==> src/logic/iface_clk_cfg.svh <==
// Function
// - loopback takes input bus with full-duplex timing through transmit path out receive bus
// - duplex select high means full duplex, low half duplex; resets high
// - duplex and width bits pick full, narrow or wide; clone ignores duplex bit
// - in half duplex, direction high means transmit, low means receive
// - width bit high selects 12-bit mode, low selects 24-bit mode
// - override bit makes register direction replace the external direction pin
// - bypass routes clocks around synthesizer, which keeps running
// - converter clock halve bit low passes source, high divides by two
// - converter clock source is primary input normally, synthesizer in alternative timing
// - alternative timing resets low; high makes synthesizer drive receive path
// - divide-by-five high divides synthesizer output by five; low passes it undivided
// - multiply field resets 000; 000 one-times, 001 two-times, 010 four-times
// - synthesizer output set jointly by multiply field and divide-by-five bit
`ifndef IFACE_CLK_CFG_SVH
`define IFACE_CLK_CFG_SVH

// ********************
// register map
// ********************
`define IO_CFG_ADDR 6'h14
`define CLK_CFG_ADDR 6'h15
`define IO_CFG_RST 8'h10
`define CLK_CFG_RST 8'h00
`define IO_CFG_MASK 8'h3F
`define CLK_CFG_MASK 8'hBF

// ********************
// field positions
// ********************
`define IO_LOOP_BIT 5
`define IO_DUPLEX_BIT 4
`define IO_DIR_BIT 3
`define IO_WIDTH_BIT 2
`define IO_OVERRIDE_BIT 1
`define IO_CLONE_BIT 0
`define CLK_BYPASS_BIT 7
`define CLK_HALVE_BIT 5
`define CLK_ALT_BIT 4
`define CLK_DIV5_BIT 3
`define CLK_MULT_HI 2
`define CLK_MULT_LO 0

// ********************
// multiply codes and factors
// ********************
`define MULT_CODE_X1 3'h0
`define MULT_CODE_X2 3'h1
`define MULT_CODE_X4 3'h2
`define MULT_FACTOR_X1 3'h1
`define MULT_FACTOR_X2 3'h2
`define MULT_FACTOR_X4 3'h4
`define MULT_FACTOR_NONE 3'h0

// ********************
// serial port framing
// ********************
`define SER_CNT_W 5
`define SER_INSTR_EDGES 5'h08
`define SER_BYTE1_EDGES 5'h10
`define SER_BYTE2_EDGES 5'h18
`define SER_CNT_MAX 5'h1F
`define SER_RW_BIT 7
`define SER_TWO_BYTE_BIT 6

`endif

==> src/logic/iface_clk_pkg.sv <==
package iface_clk_pkg;

  typedef enum logic [1:0] {
    FULL_DUPLEX_MODE,
    HALF_DUPLEX_NARROW,
    HALF_DUPLEX_WIDE,
    CLONE_MODE
  } if_mode_t;

  typedef struct packed {
    logic en;
    logic [5:0] addr;
    logic [7:0] data;
  } reg_wr_t;

  typedef struct packed {
    if_mode_t mode;
    logic hd_dir_tx;
    logic loopback_on;
    logic in_bus_fd_timing;
    logic rx_bus_from_tx_path;
  } iface_ctl_t;

  typedef struct packed {
    logic synth_bypass;
    logic synth_running;
    logic rx_src_synth;
    logic adc_src_synth;
    logic adc_div2;
    logic synth_div5;
    logic [2:0] mult_code;
    logic [2:0] mult_factor;
  } clock_ctl_t;

endpackage : iface_clk_pkg

==> src/logic/interface_and_clock_config.sv <==
`timescale 1ns/1ns
`include "iface_clk_cfg.svh"
module interface_and_clock_config (
  input wire logic CLK,
  input wire logic SYS_RST,
  input wire logic SEN_N,
  input wire logic SCLK,
  input wire logic SDIO,
  output logic SDO,
  output logic SDO_OE_N,
  input wire logic TXRX_PIN,
  output iface_clk_pkg::iface_ctl_t IFACE_CTL,
  output iface_clk_pkg::clock_ctl_t CLOCK_CTL
);
  // ********************
  // register access
  // ********************
  iface_clk_pkg::reg_wr_t wr;
  logic [5:0] rd_addr;
  logic [7:0] rd_data;
  logic [7:0] io_r, clk_r;
  logic txrx_s1_r, txrx_s2_r;
  iface_clk_pkg::iface_ctl_t iface_r, iface_nxt;
  iface_clk_pkg::clock_ctl_t clock_r, clock_nxt;

  // the serial port is oversampled on the system clock, so no second clock domain reaches here
  serial_reg_port serial_reg_port_inst (
    .clk(CLK),
    .rst(SYS_RST),
    .sen_n(SEN_N),
    .sclk(SCLK),
    .sdio(SDIO),
    .sdo(SDO),
    .sdo_oe_n(SDO_OE_N),
    .rd_addr(rd_addr),
    .rd_data(rd_data),
    .wr(wr)
  );

  wire wr_io = wr.en && (wr.addr == `IO_CFG_ADDR);
  wire wr_clk = wr.en && (wr.addr == `CLK_CFG_ADDR);
  // unmapped addresses read back zero
  assign rd_data = (rd_addr == `IO_CFG_ADDR) ? io_r :
                   (rd_addr == `CLK_CFG_ADDR) ? clk_r : 8'h00;

  always_ff @(posedge CLK or posedge SYS_RST)
  begin
    if (SYS_RST)
    begin
      io_r <= `IO_CFG_RST;
      clk_r <= `CLK_CFG_RST;
    end
    else
    begin
      if (wr_io)
        io_r <= wr.data & `IO_CFG_MASK;
      if (wr_clk)
        clk_r <= wr.data & `CLK_CFG_MASK;
    end
  end

  // ********************
  // interface mode decode
  // ********************
  wire loop_on = io_r[`IO_LOOP_BIT];
  wire duplex_select = io_r[`IO_DUPLEX_BIT];
  wire half_duplex_direction = io_r[`IO_DIR_BIT];
  wire word_width_select = io_r[`IO_WIDTH_BIT];
  wire dir_override = io_r[`IO_OVERRIDE_BIT];
  wire clone_mode_enable = io_r[`IO_CLONE_BIT];
  // clock mode field 111 lives in another register; clone here trusts software set it
  wire [1:0] mode_sel = clone_mode_enable ? iface_clk_pkg::CLONE_MODE :
                        duplex_select ? iface_clk_pkg::FULL_DUPLEX_MODE :
                        word_width_select ? iface_clk_pkg::HALF_DUPLEX_NARROW :
                        iface_clk_pkg::HALF_DUPLEX_WIDE;
  wire dir_sel = dir_override ? half_duplex_direction : txrx_s2_r;

  always_comb
  begin
    iface_nxt.mode = iface_clk_pkg::if_mode_t'(mode_sel);
    iface_nxt.hd_dir_tx = dir_sel;
    iface_nxt.loopback_on = loop_on;
    // loopback forces full-duplex input timing even if software left half duplex set
    iface_nxt.in_bus_fd_timing = loop_on | (mode_sel == iface_clk_pkg::FULL_DUPLEX_MODE);
    iface_nxt.rx_bus_from_tx_path = loop_on;
  end

  // ********************
  // clock tree decode
  // ********************
  function automatic logic [2:0] mult_factor(input logic [2:0] code);
    unique case (code)
      `MULT_CODE_X1: mult_factor = `MULT_FACTOR_X1;
      `MULT_CODE_X2: mult_factor = `MULT_FACTOR_X2;
      `MULT_CODE_X4: mult_factor = `MULT_FACTOR_X4;
      default: mult_factor = `MULT_FACTOR_NONE;
    endcase
  endfunction : mult_factor

  wire alt_timing = clk_r[`CLK_ALT_BIT];

  always_comb
  begin
    clock_nxt.synth_bypass = clk_r[`CLK_BYPASS_BIT];
    clock_nxt.synth_running = 1'b1;
    clock_nxt.rx_src_synth = alt_timing;
    clock_nxt.adc_src_synth = alt_timing;
    clock_nxt.adc_div2 = clk_r[`CLK_HALVE_BIT];
    clock_nxt.synth_div5 = clk_r[`CLK_DIV5_BIT];
    clock_nxt.mult_code = clk_r[`CLK_MULT_HI:`CLK_MULT_LO];
    clock_nxt.mult_factor = mult_factor(clk_r[`CLK_MULT_HI:`CLK_MULT_LO]);
  end

  always_ff @(posedge CLK or posedge SYS_RST)
  begin
    if (SYS_RST)
    begin
      txrx_s1_r <= 1'b0;
      txrx_s2_r <= 1'b0;
      iface_r <= '0;
      clock_r <= '0;
    end
    else
    begin
      txrx_s1_r <= TXRX_PIN;
      txrx_s2_r <= txrx_s1_r;
      iface_r <= iface_nxt;
      clock_r <= clock_nxt;
    end
  end

  assign IFACE_CTL = iface_r;
  assign CLOCK_CTL = clock_r;
endmodule : interface_and_clock_config

==> src/logic/serial_reg_port.sv <==
`timescale 1ns/1ns
`include "iface_clk_cfg.svh"
module serial_reg_port (
  input wire logic clk,
  input wire logic rst,
  input wire logic sen_n,
  input wire logic sclk,
  input wire logic sdio,
  output logic sdo,
  output logic sdo_oe_n,
  output logic [5:0] rd_addr,
  input wire logic [7:0] rd_data,
  output iface_clk_pkg::reg_wr_t wr
);
  // ********************
  // pin synchronisers
  // ********************
  logic sen_n_s1_r, sen_n_s2_r, sclk_s1_r, sclk_s2_r, sclk_s3_r, sdio_s1_r, sdio_s2_r;
  logic [`SER_CNT_W-1:0] cnt_r;
  logic [7:0] instr_r, shin_r, shout_r;
  logic [5:0] addr_r;
  logic sdo_r, oe_n_r;
  iface_clk_pkg::reg_wr_t wr_r;

  always_ff @(posedge clk or posedge rst)
  begin
    if (rst)
    begin
      sen_n_s1_r <= 1'b1;
      sen_n_s2_r <= 1'b1;
      sclk_s1_r <= 1'b0;
      sclk_s2_r <= 1'b0;
      sclk_s3_r <= 1'b0;
      sdio_s1_r <= 1'b0;
      sdio_s2_r <= 1'b0;
    end
    else
    begin
      sen_n_s1_r <= sen_n;
      sen_n_s2_r <= sen_n_s1_r;
      sclk_s1_r <= sclk;
      sclk_s2_r <= sclk_s1_r;
      sclk_s3_r <= sclk_s2_r;
      sdio_s1_r <= sdio;
      sdio_s2_r <= sdio_s1_r;
    end
  end

  // ********************
  // framing decode
  // ********************
  // oversampled: serial clock must stay well below a quarter of the system clock
  wire active = ~sen_n_s2_r;
  wire rise = active & sclk_s2_r & ~sclk_s3_r;
  wire fall = active & ~sclk_s2_r & sclk_s3_r;
  wire [`SER_CNT_W-1:0] cnt_nxt = (cnt_r == `SER_CNT_MAX) ? cnt_r : cnt_r + 1'b1;
  wire [7:0] byte_in = {shin_r[6:0], sdio_s2_r};
  wire is_read = instr_r[`SER_RW_BIT];
  wire data_phase = cnt_r >= `SER_INSTR_EDGES;
  wire byte_done = (cnt_nxt == `SER_BYTE1_EDGES) ||
                   ((cnt_nxt == `SER_BYTE2_EDGES) && instr_r[`SER_TWO_BYTE_BIT]);
  wire reload = (cnt_r == `SER_INSTR_EDGES) || (cnt_r == `SER_BYTE1_EDGES);

  always_ff @(posedge clk or posedge rst)
  begin
    if (rst)
    begin
      cnt_r <= '0;
      instr_r <= 8'h00;
      shin_r <= 8'h00;
      shout_r <= 8'h00;
      addr_r <= 6'h00;
      sdo_r <= 1'b0;
      oe_n_r <= 1'b1;
      wr_r <= '0;
    end
    else
    begin
      wr_r.en <= 1'b0;
      oe_n_r <= ~(active & is_read & data_phase);
      if (!active)
        cnt_r <= '0;
      else if (rise)
      begin
        cnt_r <= cnt_nxt;
        shin_r <= byte_in;
        if (cnt_nxt == `SER_INSTR_EDGES)
        begin
          instr_r <= byte_in;
          addr_r <= byte_in[5:0];
        end
        else if (byte_done)
        begin
          // a byte cut short by an aborted frame never reaches here, so partial writes are dropped
          wr_r.en <= ~is_read;
          wr_r.addr <= addr_r;
          wr_r.data <= byte_in;
          addr_r <= addr_r + 1'b1;
        end
      end
      else if (fall && is_read && data_phase)
      begin
        if (reload)
        begin
          sdo_r <= rd_data[7];
          shout_r <= {rd_data[6:0], 1'b0};
        end
        else
        begin
          sdo_r <= shout_r[7];
          shout_r <= {shout_r[6:0], 1'b0};
        end
      end
    end
  end

  assign sdo = sdo_r;
  assign sdo_oe_n = oe_n_r;
  assign rd_addr = addr_r;
  assign wr = wr_r;

endmodule : serial_reg_port
==> config.mk <==
export PLATFORM = sky130hd
export DESIGN_NAME = interface_and_clock_config
export DESIGN_NICKNAME = d
export VERILOG_FILES = /design/src/logic/iface_clk_pkg.sv /design/src/logic/interface_and_clock_config.sv /design/src/logic/serial_reg_port.sv
export VERILOG_INCLUDE_DIRS = /design/src /design/src/logic
export SDC_FILE = /design/constraint.sdc
export NUM_CORES = 1
export LEC_CHECK = 0
export ABC_AREA = 1
export CORE_UTILIZATION = 45
export CTS_CLUSTER_DIAMETER = 80
export DETAILED_ROUTE_END_ITERATION = 8
export DONT_BUFFER_PORTS = 1
export PLACE_DENSITY_LB_ADDON = 0.25
export SYNTH_ARGS = -nofsm -noshare
export SYNTH_HDL_FRONTEND = slang
export SYNTH_SLANG_ARGS = --single-unit
==> constraint.sdc <==
create_clock -name CLK -period 4.4 [get_ports CLK]
set_clock_uncertainty 0.1 [all_clocks]
set_input_delay 0.88 -clock CLK [delete_from_list [all_inputs] [get_ports CLK]]
set_output_delay 0.88 -clock CLK [all_outputs]
set_load 0.02 [all_outputs]
Yosys cells after proc, flatten, opt, wreduce, memory -nomap -nowiden
Index checks and enable logic that the tools add are counted.
{"block": "totals", "ff_bits": 89, "input_bits": 6, "out_inout_bits": 20}
{"block": "classes", "addsub": 2, "magnitude_cmp": 1, "eq_ne": 12, "mux": 18, "bitwise": 14, "reduce_logical": 16}
{"op": "two-way mux 15 bit", "n": 4}
{"op": "== test 6 x 5 -> 1 bit (second input constant)", "n": 4}
{"op": "two-way mux 8 bit", "n": 3}
{"op": "== test 5 bit (second input constant)", "n": 4}
{"op": "two-way mux 5 bit", "n": 3}
{"op": "two-way mux 6 bit", "n": 2}
{"op": "== test 5 x 4 -> 1 bit (second input constant)", "n": 2}
{"op": "case mux 3 bit (3 select lines)", "n": 1}
{"op": "AND reduction 3 bit", "n": 3}
{"op": "NOT 1 bit", "n": 7}
{"op": "adder 6 x 1 -> 6 bit (second input constant)", "n": 1}
{"op": "AND 1 bit", "n": 6}
{"op": "two-way mux 2 bit", "n": 3}
{"op": "adder 5 x 1 -> 5 bit (second input constant)", "n": 1}
{"op": "greater-or-equal comparator 5 x 4 -> 1 bit (second input constant)", "n": 1}
{"op": "logical AND 1 bit", "n": 5}
{"op": "AND reduction 4 bit", "n": 1}
{"op": "nonzero test 2 bit", "n": 2}
{"op": "== test 3 x 1 -> 1 bit (second input constant)", "n": 1}
{"op": "== test 3 x 2 -> 1 bit (second input constant)", "n": 1}
{"op": "zero test 3 bit", "n": 1}
{"op": "zero test 2 bit", "n": 1}
{"op": "logical OR 1 bit", "n": 2}
{"op": "two-way mux 1 bit", "n": 2}
{"op": "other kinds (2)", "n": 2}

Depth between registers and ports, before layout
{"block": "depth", "depth_word": 9, "ltp_mapped": 13, "ltp_nobuf": 13}

Modules after synthesis
From an unflattened synthesis, not the netlist that was laid out.
{"block": "unflattened", "hier_cells": 389, "hier_area_um2": 3718.6}
{"mod": "serial_reg_port", "n_inst": 1, "cells_per_inst": 259, "area_each_um2": 2449.8}
{"mod": "interface_and_clock_config", "n_inst": 1, "cells_per_inst": 130, "area_each_um2": 1268.7}

Least setup slack after synthesis
No wires, ideal clock.
{"block": "synth_timing", "path_type": "reg-to-reg", "start": "register serial_reg_port_inst.cnt_r[0]", "end": "register serial_reg_port_inst.wr_r, in the netlist serial_reg_port_inst.wr[11]", "arrival_ps": 1568, "required_ps": 4181, "path_slack_ps": 2613, "path_stages_with_launch": 11, "period_less_slack_ps": 1787, "cell_sequence": "dfrtp_1 ha_1 nand2_2 inv_2 nand2_2 nand3_2 nor2_8 nand3_4 buf_6 nand2_1 o21ai_2"}
{"block": "synth_via", "elab_chain_len": 6, "word_cells_on_any_way": 10, "classes_between": "1 x add/sub; 4 x eq/ne; 1 x mux; 1 x bitwise; 3 x reduce/logical"}
{"element": "start, declared", "line": "serial_reg_port.sv:19", "rtl": "logic [`SER_CNT_W-1:0] cnt_r;"}
{"element": "start signal, assigned", "line": "serial_reg_port.sv:85", "rtl": "cnt_r <= cnt_nxt;"}
{"element": "adder 5 x 1 -> 5 bit / == test 5 bit (equally long branches)"}
{"element": "two-way mux 5 bit (*)", "line": "serial_reg_port.sv:56", "rtl": "wire [`SER_CNT_W-1:0] cnt_nxt = (cnt_r == `SER_CNT_MAX) ? cnt_r : cnt_r + 1'b1;"}
{"element": "== test 5 bit (no source line)"}
{"element": "logical AND 1 bit", "line": "serial_reg_port.sv:61", "rtl": "((cnt_nxt == `SER_BYTE2_EDGES) && instr_r[`SER_TWO_BYTE_BIT]);"}
{"element": "logical OR 1 bit", "line": "serial_reg_port.sv:60", "rtl": "wire byte_done = (cnt_nxt == `SER_BYTE1_EDGES) ||"}
{"element": "AND reduction 4 bit (no source line) (*)"}
{"element": "end, declared", "line": "serial_reg_port.sv:23", "rtl": "iface_clk_pkg::reg_wr_t wr_r;"}
Every way passes the cells marked *; elsewhere a longest branch is shown, timed or not.
A chain may end at the register's enable or synchronous reset.

Final worst setup path
{"block": "layout_timing", "start": "register serial_reg_port_inst.cnt_r[0]", "end": "register serial_reg_port_inst.addr_r[5] (netlist: serial_reg_port_inst.rd_addr[5])"}
{"block": "layout_via", "elab_chain_len": 7, "word_cells_on_any_way": 11, "classes_between": "1 x add/sub; 4 x eq/ne; 2 x mux; 4 x reduce/logical"}
{"element": "adder 5 x 1 -> 5 bit / == test 5 bit (equally long branches)"}
{"element": "two-way mux 5 bit (*)", "line": "serial_reg_port.sv:56"}
{"element": "== test 5 bit (no source line)"}
{"element": "logical AND 1 bit", "line": "serial_reg_port.sv:61"}
{"element": "logical OR 1 bit", "line": "serial_reg_port.sv:60"}
{"element": "nonzero test 2 bit (no source line)"}
{"element": "AND reduction 3 bit (no source line)"}
{"element": "end signal, assigned", "line": "serial_reg_port.sv:90", "rtl": "addr_r <= byte_in[5:0];"}
{"element": "end signal, assigned", "line": "serial_reg_port.sv:98", "rtl": "addr_r <= addr_r + 1'b1;"}
{"element": "end, declared", "line": "serial_reg_port.sv:21", "rtl": "logic [5:0] addr_r;"}
Marked as above.

==> flow_summary.ini <==
[detailed_routing]
drc_errors = 0
wl_per_cell_um = 12.6
vias_per_cell = 4.88
dr.pass1.iters = 4
drtIter0Drc = 145
wl_um = 5970
num_vias = 2307
ant_nets = 0

[global_route]
grt_first_pass_wirelength_um = 10600
grt_util_all_layers_pct = 17.8
antenna_found_initial = 0
grt_pass1_vias = 2208
grt_overflow_total = 0
grt_max_degree = 52

[critical_path]
endpoint_kind = flop
cpMostUsedCell = nand2_2
worstSetupPathType = flop to flop
reg2reg_depth = 11
path_cells = ha_1, nand2_2, inv_2, nand2_2, nand3_2, nor2_8, nand3_4, nand2_2, nand2_1, nand2_1, inv_1
crit_path_top_delay_cell = dfrtp_1
cpPeakStageDelay_ns = 0.44
cp-start-kind = flop
worst_ep_required_time_ns = 4.54
critPathArrivalTime_ns = 2.33
crit_fanout = 27

[timing]
fin_hold_ws_ns = 0.254
setup_viol = 0
setup_tns_ns = 0
fmax_ghz = 0.458
slew_headroom_pct = 44.6
rsz0062_at_grt = false
finalCritPeriodShare_pct = 49.6
layout_min_cycle_time_ns = 2.18
hold_viol_final = 0
tightestPinTransition_ns = 0.830
finalMaxSlewViolations = 0

[yosys]
yosysWarnings = 0
yosysMostFrequentCell = nand2_1
yosysUniqueCellTypes = 32
synthCells = 365
synth_top_area_cell = dfrtp_1
synth_common_cells = nand2_1, dfrtp_1, inv_1
synth_area_mm2 = 0.00346
ys_top_cells_by_area = dfrtp_1, nand2_1, inv_1
yosys.area.top_type_share_pct = 55.7
ys_seq_elements = 81
synth_flop_cell = dfrtp_1
seq_area_frac_synth_pct = 58.7
synth_edf_count = 0
syn_area_per_cell_um2 = 9.48
async_flop_share_pct = 100
synth_nets = 376

[floorplan]
die_w_um = 89.7
die_h_um = 89.7
core_area_mm2 = 0.00733
die_area_mm2 = 0.00804
num_io_pins = 26
start_util_pct = 47.2
rows = 31

[place]
port_buffers = 0
placed_area_mm2 = 0.00354
gp_congestion = 0.920
hpwlAfterDp_um = 4300

[pwr]
powerDensity_mw_per_mm2 = 359
leakage_nw = 1.74
max-vdd-ir-drop_uv = 205
power_mw = 1.34

[finish]
areaGrowthSynthToFinish_pct = 7.74
design_area_mm2 = 0.00373
num_antenna_cells = 0
finish.net_count = 380
layout-drive-gt1-share_pct = 14.7
fin_util_pct = 50.8

[cts]
clkLatencyLatePin_ns = 0.35
clock-root-buffer = clkbuf_8
htreeDepth = 3
clockBufferDepth = 2
post_cts_buffers = 0
clk_pin_slew_ns = 0.08
cts_tree = built
cts_resized = 0
cts-buffers-inserted = 9
hold_buffers = 0
clkSinkCount = 81

[job]
cap_violations = 0

[run_status]
status = finished, final reports clean

[hold_path]
worstHoldPathType = flop to flop
holdPathStages = 0
[logic make-up (layout without fill, tap and decap cells)]
| group | after synthesis | after routing | synth area share [%] |
|---|---|---|---|
| adders and majority gates | 5 | 5 | 1.81 |
| and+or+nand+nor | 159 | 159 | 21.5 |
| DFF | 81 | 81 | 58.7 |
| buffers and inverters | 57 | 66 | 6.84 |
| AOI/OAI and AO/OA | 59 | 59 | 10.3 |
| other | 1 | 1 | 0.108 |
| xor gates and xnor gates | 3 | 3 | 0.760 |
[metal layers]
layer	routed length, um	share of wire (%)	up-vias	track usage (%)
met3	226	3.8	12	5.67
met5	0	0	-	0
met4	104	1.7	0	6.35
met1	2890	48	1068	23.4
met2	2740	46	53	27.9
li1	-	-	1174	-
[stage by stage]
step | std cells | setup WS [ns]
6_report | 473 | 2.22
2_1_floorplan | 365 | 1.35
3_5_place_dp | 457 | 2.23
4_1_cts | 473 | 2.20
5_1_grt | 473 | 2.01
3_3_place_gp | 457 | 2.26
[worst paths after layout]
path                                                from                         endpoint  slack [ns]
max                        serial_reg_port_inst.cnt_r[0]  serial_reg_port_inst.rd_addr[5]        2.22
min                                            txrx_s1_r                        txrx_s2_r        0.25
max reg2reg                serial_reg_port_inst.cnt_r[0]  serial_reg_port_inst.rd_addr[5]        2.22
min reg2reg                                    txrx_s1_r                        txrx_s2_r        0.25
max in group asynchronous                        SYS_RST                          io_r[4]        2.83
min in group asynchronous                        SYS_RST  serial_reg_port_inst.shout_r[6]        0.45
[critical path, delay by kind of cell, from the launching register on]
kind | cells | cell delay (ns)
simple gates | 8 | 1.20
buf+inv | 2 | 0.07
flops | 1 | 0.44
fa+ha+maj | 1 | 0.26
[flip-flops by register name, summed over array words and instances, names as in the netlist, 2 cells and up]
register / cells
serial_reg_port_inst.cnt_r: 5
io_r: 6
serial_reg_port_inst.wr: 14
serial_reg_port_inst.instr_r: 2
IFACE_CTL: 5
serial_reg_port_inst.shin_r: 7
serial_reg_port_inst.rd_addr: 6
serial_reg_port_inst.shout_r: 7
clk_r: 7
CLOCK_CTL: 11
[cell type report]
cell class	instances	area, um2
Clock inverter	6	50.0
Timing Repair Buffer	1	7.51
Fill cell	684	3600
Tap cell	99	124
Sequential cell	81	2030
Inverter	49	185
Clock buffer	10	138
Multi-Input combinational cell	227	1190
[power by group]
group          switching [mW]  total, mW  internal, mW  leakage [nW]
registers              0.0126      0.777         0.765          1.08
logic                  0.0442     0.0574        0.0132         0.571
clock network           0.277      0.503         0.226        0.0895
[layout by cell type, fill, tap and decap left out, types with 7 or more instances in the layout]
master and instances:
o21ai_0 28, o21ai_2 12, nand2_2 7, inv_1 43, clkbuf_8 10, o22ai_1 7
nor3_1 12, nor2_1 27, nand2_1 79, dfrtp_1 77, nand3_1 21
No activity file was read; power rests on OpenSTA's default activity.
